$ cat src/uartrp_consts.svh
// Constants for the serial register access port
`ifndef UARTRP_CONSTS_SVH
`define UARTRP_CONSTS_SVH

// System clock rate in Hz
`define UARTRP_CLK_HZ 100000000
// Selectable line rates in bit/s
`define UARTRP_BAUD_0 9600
`define UARTRP_BAUD_1 115200
`define UARTRP_BAUD_2 921600
`define UARTRP_BAUD_3 3000000
// Inter-byte timeout in milliseconds
`define UARTRP_TIMEOUT_MS 1000
// Character and datagram layout
`define UARTRP_DATA_BITS 8
`define UARTRP_FRAME_BYTES 3'h5
`define UARTRP_LAST_RX_BYTE 3'h4
`define UARTRP_FLAG_BIT 39
`define UARTRP_ADDR_HI 38
`define UARTRP_ADDR_LO 32
// Local register offsets
`define UARTRP_ADDR_CHIP_WORD 7'h00
`define UARTRP_ADDR_CHIP_SEL 7'h01
// Reset value of the identification selector
`define UARTRP_SEL_RESET 32'h0000_0000
// Selector codes for the identification words
`define UARTRP_SEL_TYPE 32'h0000_0000
`define UARTRP_SEL_VERSION 32'h0000_0001

`endif

$ cat src/uartrp_pkg.sv
// Types shared by the serial register access port
package uartrp_pkg;

    // Line rate selection codes
    typedef enum logic [1:0] {
        UARTRP_BAUD_9600,
        UARTRP_BAUD_115200,
        UARTRP_BAUD_921600,
        UARTRP_BAUD_3000000
    } uartrp_baud_t;

    // Datagram handler states
    typedef enum logic [2:0] {
        PS_IDLE,
        PS_RECV,
        PS_ACCESS,
        PS_SEND,
        PS_WAIT
    } uartrp_proto_t;

    // Receiver states
    typedef enum logic [1:0] {
        RX_IDLE,
        RX_START,
        RX_DATA,
        RX_STOP
    } uartrp_rx_t;

    // Transmitter states
    typedef enum logic {
        TX_IDLE,
        TX_RUN
    } uartrp_tx_t;

endpackage : uartrp_pkg

$ cat src/uartrp_phy.sv
// Serial character receiver and transmitter, 1N8 framing
`timescale 1ns/10ps
`default_nettype none
`include "uartrp_consts.svh"

module uartrp_phy (
    input wire logic clk_sys,
    input wire logic rst,
    input wire logic [15:0] bit_div,
    input wire logic serial_in,
    output logic [7:0] rx_data,
    output logic rx_valid,
    input wire logic [7:0] tx_data,
    input wire logic tx_start,
    output logic tx_busy,
    output logic serial_out
);
    import uartrp_pkg::*;

    // Input synchroniser, first stage feeds only the second
    logic rx_s1_q;
    logic rx_s2_q;
    // Receiver state
    uartrp_rx_t rx_st_q, rx_st_d;
    logic [15:0] rx_cnt_q, rx_cnt_d;
    logic [2:0] rx_idx_q, rx_idx_d;
    logic [7:0] rx_sh_q, rx_sh_d;
    logic rx_vld_q, rx_vld_d;
    // Transmitter state
    uartrp_tx_t tx_st_q, tx_st_d;
    logic [15:0] tx_cnt_q, tx_cnt_d;
    logic [3:0] tx_idx_q, tx_idx_d;
    logic [9:0] tx_sh_q, tx_sh_d;

    // Two-flop synchroniser on the serial input
    always_ff @(posedge clk_sys or posedge rst)
    begin
        if (rst)
        begin
            rx_s1_q <= 1'b1;
            rx_s2_q <= 1'b1;
        end
        else
        begin
            rx_s1_q <= serial_in;
            rx_s2_q <= rx_s1_q;
        end
    end

    // Receiver next state, samples each bit at its centre
    always_comb
    begin
        rx_st_d = rx_st_q;
        rx_cnt_d = rx_cnt_q;
        rx_idx_d = rx_idx_q;
        rx_sh_d = rx_sh_q;
        rx_vld_d = 1'b0;
        unique case (rx_st_q)
            RX_IDLE:
            begin
                // High line means an inactive port
                if (!rx_s2_q)
                begin
                    rx_cnt_d = {1'b0, bit_div[15:1]};
                    rx_st_d = RX_START;
                end
            end
            RX_START:
            begin
                if (rx_cnt_q == 16'h0000)
                begin
                    // Glitch shorter than half a bit is dropped
                    if (!rx_s2_q)
                    begin
                        rx_cnt_d = bit_div - 16'h0001;
                        rx_idx_d = 3'h0;
                        rx_st_d = RX_DATA;
                    end
                    else
                    begin
                        rx_st_d = RX_IDLE;
                    end
                end
                else
                begin
                    rx_cnt_d = rx_cnt_q - 16'h0001;
                end
            end
            RX_DATA:
            begin
                if (rx_cnt_q == 16'h0000)
                begin
                    // LSB first, eight data bits
                    rx_sh_d = {rx_s2_q, rx_sh_q[7:1]};
                    rx_cnt_d = bit_div - 16'h0001;
                    rx_idx_d = rx_idx_q + 3'h1;
                    if (rx_idx_q == 3'h7)
                    begin
                        rx_st_d = RX_STOP;
                    end
                end
                else
                begin
                    rx_cnt_d = rx_cnt_q - 16'h0001;
                end
            end
            RX_STOP:
            begin
                if (rx_cnt_q == 16'h0000)
                begin
                    // Framing error discards the character
                    rx_vld_d = rx_s2_q;
                    rx_st_d = RX_IDLE;
                end
                else
                begin
                    rx_cnt_d = rx_cnt_q - 16'h0001;
                end
            end
        endcase
    end

    // Receiver registers
    always_ff @(posedge clk_sys or posedge rst)
    begin
        if (rst)
        begin
            rx_st_q <= RX_IDLE;
            rx_cnt_q <= 16'h0000;
            rx_idx_q <= 3'h0;
            rx_sh_q <= 8'h00;
            rx_vld_q <= 1'b0;
        end
        else
        begin
            rx_st_q <= rx_st_d;
            rx_cnt_q <= rx_cnt_d;
            rx_idx_q <= rx_idx_d;
            rx_sh_q <= rx_sh_d;
            rx_vld_q <= rx_vld_d;
        end
    end

    assign rx_data = rx_sh_q;
    assign rx_valid = rx_vld_q;

    // Transmitter next state, start bit, data LSB first, stop bit
    always_comb
    begin
        tx_st_d = tx_st_q;
        tx_cnt_d = tx_cnt_q;
        tx_idx_d = tx_idx_q;
        tx_sh_d = tx_sh_q;
        unique case (tx_st_q)
            TX_IDLE:
            begin
                if (tx_start)
                begin
                    tx_sh_d = {1'b1, tx_data, 1'b0};
                    tx_cnt_d = bit_div - 16'h0001;
                    tx_idx_d = 4'h0;
                    tx_st_d = TX_RUN;
                end
            end
            TX_RUN:
            begin
                if (tx_cnt_q == 16'h0000)
                begin
                    // Shift in ones so the line idles high
                    tx_sh_d = {1'b1, tx_sh_q[9:1]};
                    tx_cnt_d = bit_div - 16'h0001;
                    tx_idx_d = tx_idx_q + 4'h1;
                    if (tx_idx_q == 4'h9)
                    begin
                        tx_st_d = TX_IDLE;
                    end
                end
                else
                begin
                    tx_cnt_d = tx_cnt_q - 16'h0001;
                end
            end
        endcase
    end

    // Transmitter registers
    always_ff @(posedge clk_sys or posedge rst)
    begin
        if (rst)
        begin
            tx_st_q <= TX_IDLE;
            tx_cnt_q <= 16'h0000;
            tx_idx_q <= 4'h0;
            tx_sh_q <= 10'h3ff;
        end
        else
        begin
            tx_st_q <= tx_st_d;
            tx_cnt_q <= tx_cnt_d;
            tx_idx_q <= tx_idx_d;
            tx_sh_q <= tx_sh_d;
        end
    end

    assign tx_busy = (tx_st_q != TX_IDLE);
    assign serial_out = tx_sh_q[0];

endmodule : uartrp_phy

`default_nettype wire

$ cat src/uartrp_top.sv
// Serial register access port: datagram handler and local registers
// Overview of operation
// Characters are 1N8, up to 3 Mbit/s
// Line rate is 9600 after reset; the divider here follows baud_sel from the first clock after reset
// Also 115200, 921600 and 3000000 bit/s
// Requests and replies are five bytes
// Flag bit, 7-bit address, 32-bit data MSB first
// Read request returns five-byte reply with data
// Selector at 0x01 picks word read at 0x00
// Over one second idle abandons partial datagram
// High receive line means inactive port
// Other registers reached through shared arbiter
// Host should mostly read, not overwrite
// Write stored after fifth byte only
// Divider sets bit time, centre sampling
`timescale 1ns/10ps
`default_nettype none
`include "uartrp_consts.svh"

module uartrp_top #(
    parameter int unsigned DIV_9600 = (`UARTRP_CLK_HZ + `UARTRP_BAUD_0 / 2) / `UARTRP_BAUD_0,
    parameter int unsigned DIV_115200 = (`UARTRP_CLK_HZ + `UARTRP_BAUD_1 / 2) / `UARTRP_BAUD_1,
    parameter int unsigned DIV_921600 = (`UARTRP_CLK_HZ + `UARTRP_BAUD_2 / 2) / `UARTRP_BAUD_2,
    parameter int unsigned DIV_3000000 = (`UARTRP_CLK_HZ + `UARTRP_BAUD_3 / 2) / `UARTRP_BAUD_3,
    parameter int unsigned TIMEOUT_CYC = `UARTRP_TIMEOUT_MS * (`UARTRP_CLK_HZ / 1000),
    // Identification words, values arbitrary
    parameter logic [31:0] CHIP_TYPE_WORD = 32'h0000_a5a5,
    parameter logic [31:0] CHIP_VERSION_WORD = 32'h0000_0101
) (
    input wire logic clk_sys,
    input wire logic rst,
    input wire uartrp_pkg::uartrp_baud_t baud_sel,
    input wire logic reg_port_serial_in,
    output logic reg_port_serial_out,
    output logic bus_req,
    output logic bus_we,
    output logic [6:0] bus_addr,
    output logic [31:0] bus_wdata,
    input wire logic bus_gnt,
    input wire logic [31:0] bus_rdata
);
    import uartrp_pkg::*;

    // Datagram handler state
    uartrp_proto_t st_q, st_d;
    logic [2:0] cnt_q, cnt_d;       // Bytes received or sent
    logic [39:0] frame_q, frame_d;  // Datagram shift register
    logic [31:0] tmo_q, tmo_d;      // Cycles since last byte
    logic [31:0] sel_q, sel_d;      // Identification selector
    logic [15:0] div_q, div_d;      // Active bit divider
    // Character layer handshakes
    logic [7:0] rx_data;
    logic rx_valid;
    logic [7:0] tx_data;
    logic tx_start;
    logic tx_busy;
    // Decoded request fields
    logic req_wr;
    logic [6:0] req_addr;
    logic [31:0] chip_word;

    assign req_wr = frame_q[`UARTRP_FLAG_BIT];
    assign req_addr = frame_q[`UARTRP_ADDR_HI:`UARTRP_ADDR_LO];

    // Character receiver and transmitter
    uartrp_phy u_phy (
        .clk_sys(clk_sys),
        .rst(rst),
        .bit_div(div_q),
        .serial_in(reg_port_serial_in),
        .rx_data(rx_data),
        .rx_valid(rx_valid),
        .tx_data(tx_data),
        .tx_start(tx_start),
        .tx_busy(tx_busy),
        .serial_out(reg_port_serial_out)
    );

    // Divider lookup from the line rate selection
    always_comb
    begin
        unique case (baud_sel)
            UARTRP_BAUD_9600: div_d = 16'(DIV_9600);
            UARTRP_BAUD_115200: div_d = 16'(DIV_115200);
            UARTRP_BAUD_921600: div_d = 16'(DIV_921600);
            UARTRP_BAUD_3000000: div_d = 16'(DIV_3000000);
        endcase
    end

    // Divider register, 9600 divider during reset, baud_sel divider from the next clock
    always_ff @(posedge clk_sys or posedge rst)
    begin
        if (rst)
        begin
            div_q <= 16'(DIV_9600);
        end
        else
        begin
            div_q <= div_d;
        end
    end

    // Identification word picked by the selector
    always_comb
    begin
        unique case (sel_q)
            `UARTRP_SEL_TYPE: chip_word = CHIP_TYPE_WORD;
            `UARTRP_SEL_VERSION: chip_word = CHIP_VERSION_WORD;
            default: chip_word = 32'h0000_0000;
        endcase
    end

    // Datagram handler next state
    always_comb
    begin
        st_d = st_q;
        cnt_d = cnt_q;
        frame_d = frame_q;
        tmo_d = tmo_q;
        sel_d = sel_q;
        bus_req = 1'b0;
        tx_start = 1'b0;
        tx_data = frame_q[39:32];
        unique case (st_q)
            PS_IDLE:
            begin
                // First byte opens a datagram
                if (rx_valid)
                begin
                    frame_d = {frame_q[31:0], rx_data};
                    cnt_d = 3'h1;
                    tmo_d = 32'h0000_0000;
                    st_d = PS_RECV;
                end
            end
            PS_RECV:
            begin
                if (rx_valid)
                begin
                    // Bytes arrive MSB first behind the address byte
                    frame_d = {frame_q[31:0], rx_data};
                    cnt_d = cnt_q + 3'h1;
                    tmo_d = 32'h0000_0000;
                    if (cnt_q == `UARTRP_LAST_RX_BYTE)
                    begin
                        st_d = PS_ACCESS;
                    end
                end
                else if (tmo_q >= TIMEOUT_CYC)
                begin
                    // Partial datagram dropped, nothing written
                    st_d = PS_IDLE;
                end
                else
                begin
                    tmo_d = tmo_q + 32'h0000_0001;
                end
            end
            PS_ACCESS:
            begin
                // Flag cleared only on completion so bus_we stands until grant
                cnt_d = 3'h0;
                if (req_addr == `UARTRP_ADDR_CHIP_WORD)
                begin
                    // Read-only word, writes ignored
                    frame_d[31:0] = chip_word;
                    frame_d[`UARTRP_FLAG_BIT] = 1'b0;
                    st_d = req_wr ? PS_IDLE : PS_SEND;
                end
                else if (req_addr == `UARTRP_ADDR_CHIP_SEL)
                begin
                    if (req_wr)
                    begin
                        sel_d = frame_q[31:0];
                        st_d = PS_IDLE;
                    end
                    else
                    begin
                        frame_d[31:0] = sel_q;
                        frame_d[`UARTRP_FLAG_BIT] = 1'b0;
                        st_d = PS_SEND;
                    end
                end
                else
                begin
                    // Hold request until the arbiter grants it
                    bus_req = 1'b1;
                    if (bus_gnt)
                    begin
                        frame_d[31:0] = bus_rdata;
                        frame_d[`UARTRP_FLAG_BIT] = 1'b0;
                        st_d = req_wr ? PS_IDLE : PS_SEND;
                    end
                end
            end
            PS_SEND:
            begin
                if (cnt_q == `UARTRP_FRAME_BYTES)
                begin
                    // Return once the last character has left
                    if (!tx_busy)
                    begin
                        st_d = PS_IDLE;
                    end
                end
                else if (!tx_busy)
                begin
                    // Next reply byte, address byte first
                    tx_start = 1'b1;
                    frame_d = {frame_q[31:0], 8'h00};
                    cnt_d = cnt_q + 3'h1;
                    st_d = PS_WAIT;
                end
            end
            PS_WAIT:
            begin
                // One cycle for the busy flag to rise
                st_d = PS_SEND;
            end
        endcase
    end

    // Datagram handler registers
    always_ff @(posedge clk_sys or posedge rst)
    begin
        if (rst)
        begin
            st_q <= PS_IDLE;
            cnt_q <= 3'h0;
            frame_q <= 40'h00_0000_0000;
            tmo_q <= 32'h0000_0000;
            sel_q <= `UARTRP_SEL_RESET;
        end
        else
        begin
            st_q <= st_d;
            cnt_q <= cnt_d;
            frame_q <= frame_d;
            tmo_q <= tmo_d;
            sel_q <= sel_d;
        end
    end

    // Arbiter request fields straight from the datagram register
    assign bus_we = req_wr;
    assign bus_addr = req_addr;
    assign bus_wdata = frame_q[31:0];

endmodule : uartrp_top

`default_nettype wire

$ cat config.mk
export PLATFORM = sky130hd
export DESIGN_NAME = uartrp_top
export DESIGN_NICKNAME = d
export VERILOG_FILES = /design/src/uartrp_pkg.sv /design/src/uartrp_phy.sv /design/src/uartrp_top.sv
export VERILOG_INCLUDE_DIRS = /design/src /design/src/src
export SDC_FILE = /design/constraint.sdc
export NUM_CORES = 1
export LEC_CHECK = 0
export ABC_CLOCK_PERIOD_IN_PS = 6100
export BUFFER_PORTS_ARGS = -buffer_cell sky130_fd_sc_hd__buf_2
export CAP_MARGIN = 40
export CORE_MARGIN = 2
export CORE_UTILIZATION = 40
export CTS_CLUSTER_DIAMETER = 80
export DETAILED_ROUTE_END_ITERATION = 7
export SLEW_MARGIN = 15
export SYNTH_ARGS = -nofsm -noshare
export SYNTH_HDL_FRONTEND = slang
export SYNTH_SLANG_ARGS = --single-unit
$ cat constraint.sdc
create_clock -name clk_sys -period 6.1 [get_ports clk_sys]
set_input_delay 1.22 -clock clk_sys [delete_from_list [all_inputs] [get_ports clk_sys]]
set_output_delay 1.22 -clock clk_sys [all_outputs]
set_load 0.1 [all_outputs]
### After elaboration in Yosys (flattened, before gate mapping)

Cells that the tools add are included.

* register bits: 189
* input bits: 38
* output and inout port bits: 42
* logic and storage cells: 161

* $add $sub $neg: 7
* magnitude comparators: 1
* eq/ne operators: 35
* multiplexer cells: 74
* bitwise logic cells: 2
* reduce and logical (&&, ||, !) cells: 24

Operators by type and width (count)
* two-way mux 32 bit: 7
* case mux 16 bit (4 select lines): 2
* two-way mux 40 bit: 3
* two-way mux 16 bit: 7
* case mux 32 bit (3 select lines): 1
* case mux 16 bit (2 select lines): 2
* case mux 32 bit (2 select lines): 1
* two-way mux 3 bit: 16
* subtractor 16 x 1 -> 16 bit, second input constant: 3
* adder 32 x 1 -> 32 bit, second input constant: 1
* equality test 32 x 1 -> 1 bit, second input constant: 1
* greater-or-equal comparator 32 x 27 -> 1 bit, second input constant: 1
* zero test 16 bit: 2
* zero test 32 bit: 1
* two-way mux 10 bit: 2
* case mux 10 bit (2 select lines): 1
* AND reduction 5 bit: 4
* two-way mux 1 bit: 15
* case mux 3 bit (5 select lines): 1
* two-way mux 2 bit: 7
* inequality test 2 x 1 -> 1 bit, second input constant: 7
* inequality test 2 bit, second input constant: 7
* case mux 7 bit (2 select lines): 1
* equality test 3 bit, second input constant: 4
* other kinds (29): 46

### Logic depth before layout (Yosys ltp)

* word-level depth: 5
* depth in mapped cells: 11

### Hierarchy

From an unflattened synthesis, not the netlist that was laid out.

* cells, all modules: 1035
* area, all modules: 10019.6 um^2

Modules (own cells, without submodules)
* uartrp_top: times used 1, cells each 597, area each 5938.2 um^2, seq. area each 2880.3 um^2
* uartrp_phy: times used 1, cells each 438, area each 4081.4 um^2, seq. area each 1565.3 um^2

### Worst setup path before layout

OpenSTA, ideal clock, no wires.

* kind: flip-flop to output port
* start point: reg frame_q[37]
* end point: out bus_req
* arrival time: 2766 ps
* setup slack: 2114 ps
* cell stages (with the launch flop): 5
* path buffers: 1
* path through: dfrtp_1 -> or4_4 -> nor3_4 -> buf_2 -> nor2_1

* cells in the longest elaborated chain, start to end: 4
* elaborated cells between the ends (all ways): 5
* classes of those cells: eq/ne (1); mux (3); reduce/logical (1)

Ends and longest elaborated chain
* from (decl): RTL line uartrp_top.sv:47 `logic [39:0] frame_q, frame_d;`
* from (signal assigned): RTL line uartrp_top.sv:238 `frame_q <= frame_d;`
* equality test 7 x 1 -> 1 bit (no line)
* two-way mux 1 bit: RTL line uartrp_top.sv:170 `` else if (req_addr == `UARTRP_ADDR_CHIP_SEL) ``
* two-way mux 1 bit (*): RTL line uartrp_top.sv:163 `` if (req_addr == `UARTRP_ADDR_CHIP_WORD) ``
* two-way mux 1 bit (*): RTL line uartrp_top.sv:124 `unique case (st_q)`
* to (decl): RTL line uartrp_top.sv:35 `output logic bus_req,`

Mark *: on every way between the ends. The rest lies on a longest branch, timed or not.

### Worst setup path in the final report

* start point: reg st_q[1]
* end point: out bus_req

* cells in the longest elaborated chain, start to end: 2

Ends and longest elaborated chain
* from (decl): RTL line uartrp_top.sv:45 `uartrp_proto_t st_q, st_d;`
* from (signal assigned): RTL line uartrp_top.sv:236 `st_q <= st_d;`
* equality test 3 x 2 -> 1 bit: RTL line uartrp_top.sv:124
* two-way mux 1 bit: RTL line uartrp_top.sv:124

No other way between the ends.

==> flow_summary.toml <==
[outcome]
status = "completed"

[cells_and_area]
most-common-layout-cells = "164 x dfrtp_1, 108 x nand2_1, 79 x buf_2, 75 x o21ai_0, 70 x nor2_1"
utilization_pct = 46.0
nets = 1136
n_antenna_cell = 0
final_area_mm2 = 0.0112
drive_above_1_share_pct = 22.4
syn_to_final_growth_pct = 12.4
final_common_cell = "dfrtp_1"
fillers = 2376

[global_route]
globalRoute.totalOverflow = 0
grt_max_degree = 86
grt_pass1_wl_um = 40000
grt_pass1_vias = 7671
antenna_found_initial = 0
gr-usage-all-layers_pct = 18.9

[logic_synthesis]
syn-cell-area_mm2 = 0.00997
syn_area_per_cell_um2 = 9.69
ys_seq_elements = 177
syn_nets = 1090
synth_edf_count = 0
synth_cells = 1029
synth_ff_type = "dfrtp_1"
synth-async-reset-ratio_pct = 100
yosysUniqueCellTypes = 75
ys_seq_area_share_pct = 44.6
synth_warnings = 0

[critical_path]
end_kind = "primary output"
crit_fanout = 45
cp-startpoint = "st_q[1]"
required_ps = 4880
crit_type = "reg -> out"
start_kind = "flop"
r2r-start = "frame_q[37]"
arrival_ps = 2390

[placement]
io_buffers = 79
dp_hpwl_um = 16400
place_congestion = 0.814
dpl_cell_area_mm2 = 0.0106

[timing]
skew_ps = 16.7
period_needed_ps = 3610
worst_pin_slew_ps = 843
post-route-period-util_pct = 59.1
setup_viol = 0
hold_viol_final = 0
max_freq_ghz = 0.277
maxSlewViolCount = 0
maxSlewHeadroom_pct = 43.6
fin_tns_setup_ps = 0
rsz0062_at_grt = "no"

[hold_path]
hp-start = "u_phy.rx_s1_q"
hp-class = "reg -> reg"

[cts]
insertion_delay_ps = 440
hold_buffers = 0
cts-root-buf = "clkbuf_16"
cts_resized = 0
ctsLongestPathBuffers = 2
cts.clk_slew.worst_paths_ps = 70
numCtsBuffers = 17
cts_tree = "yes"
cts_setup_buffers = 0
cts.sinks = 177
h-tree-depth = 4

[detailed_routing]
drc_errors = 0
first_pass_iters = 5
num_vias = 7788
antenna_left = 0
drt_iter0_drc = 421
finalWirelength_um = 24000
via_per_inst = 5.52
wire_per_inst_um = 17.0

[floorplan]
initial_core_util_pct = 40.9
die-area_mm2 = 0.0262
core_area_mm2 = 0.0244
row_count = 57
dieHeight_um = 162
io_pins = 80
die_x_um = 162

[power]
p_leak_nw = 5.15
power_density_mw_per_mm2 = 294
ir_drop_v = 0.000136

[flow_run]
cap_violations = 0
critical path, cell delays in order, from the launching register on:
cell	delay, ps
dfrtp_1	510
nand2b_1	330
nand2b_1	250
buf_4	270
nor2_1	150
buf_2	430
path summary, 6_finish.rpt:
check	to	slack, ps	cells after the start
setup / recovery	bus_req	2490	5
hold / removal	u_phy.rx_s2_q	360	0
setup reg to reg	frame_q[5]	3090	7
hold reg to reg	u_phy.rx_s2_q	360	0
max in group asynchronous	sel_q[14]	4200	4
min in group asynchronous	tmo_q[22]	660	2
sequential cells by signal (all words and copies together) (netlist names), named ones only:
name / cells
cnt_q: 3
div_q: 5
frame_q: 40
sel_q: 32
st_q: 3
tmo_q: 32
u_phy.rx_cnt_q: 16
u_phy.rx_data: 8
u_phy.rx_idx_q: 3
u_phy.rx_s1_q: 1
u_phy.rx_s2_q: 1
u_phy.rx_st_q: 1
u_phy.rx_valid: 1
u_phy.tx_busy: 1
u_phy.tx_cnt_q: 16
u_phy.tx_idx_q: 4
u_phy.tx_sh_q: 9
kinds of logic (layout without fill, tap and decap cells):
logic type,count (synthesis),count (layout),share of synthesized area [%]
buf+inv,97,156,4.43
simple gates,360,360,18.2
mux,97,97,11.8
xor+xnor,29,29,2.55
fa+ha+maj,23,23,2.89
compound gates,246,246,15.5
flops,177,177,44.6
layer usage:
metal  global-route usage [%]  up-vias  share of wire [%]
li1                         -     3783                  -
met1                     27.0     3825                 49
met2                     29.7      156                 46
met3                     3.58       24                3.6
met4                     4.63        0                1.1
met5                        0        -                  0
per-stage QoR:
stage / hold slack [ps] / power, mW / cells / setup WS (ps)
final: 358 / 3.30 / 1412 / 2490
after global routing: 367 / 3.49 / 1412 / 2330
after CTS: 362 / 3.32 / 1410 / 2500
after detailed placement: 351 / 2.20 / 1378 / 2970
after global placement: 347 / 2.18 / 1375 / 2980
after floorplan: 345 / 2.01 / 1029 / 99.6
power breakdown:
| part | leakage [nW] | total (mW) | switching (mW) | internal (mW) |
|---|---|---|---|---|
| Combinational | 2.50 | 0.764 | 0.453 | 0.311 |
| Clock | 0.290 | 1.11 | 0.526 | 0.585 |
| Sequential | 2.36 | 1.42 | 0.135 | 1.28 |
synth_stat cells (5+ instances only):
library cell | count | area, um2
a21oi_1 | 69 | 345
a22o_1 | 9 | 78.8
a2bb2oi_1 | 6 | 52.6
a31oi_1 | 8 | 50.1
and2_1 | 10 | 62.6
and3_1 | 7 | 43.8
buf_2 | 11 | 55.1
buf_4 | 7 | 52.6
buf_6 | 5 | 56.3
clkbuf_1 | 40 | 150
dfrtp_1 | 164 | 4100
dfstp_2 | 13 | 342
ha_1 | 23 | 288
inv_1 | 31 | 116
mux2_2 | 47 | 529
mux2_4 | 30 | 450
mux2i_1 | 20 | 200
nand2_1 | 108 | 405
nand2b_1 | 8 | 50.1
nand3_1 | 51 | 255
nand4_1 | 7 | 43.8
nor2_1 | 70 | 263
nor2b_1 | 5 | 31.3
nor3_1 | 26 | 130
nor3b_1 | 6 | 45.0
nor4_1 | 24 | 150
o211ai_1 | 6 | 45.0
o21ai_0 | 75 | 375
o21ai_1 | 7 | 35.0
o22a_1 | 9 | 78.8
o31ai_1 | 13 | 97.6
or3_1 | 5 | 31.3
xnor2_1 | 23 | 201
xor2_1 | 6 | 52.6
final cells by class:
cell class                 count  area (um2)  share of cell area (%)
clock buffer                  17         425                    3.80
timing repair buffer          93         563                    5.02
tap                          324         405                    3.62
multi-input combinational    755        5080                    45.3
sequential                   177        4450                    39.7
inverter                      31         121                    1.08
clock inverter                15         165                    1.47
Power figures use the tool's default switching activity.
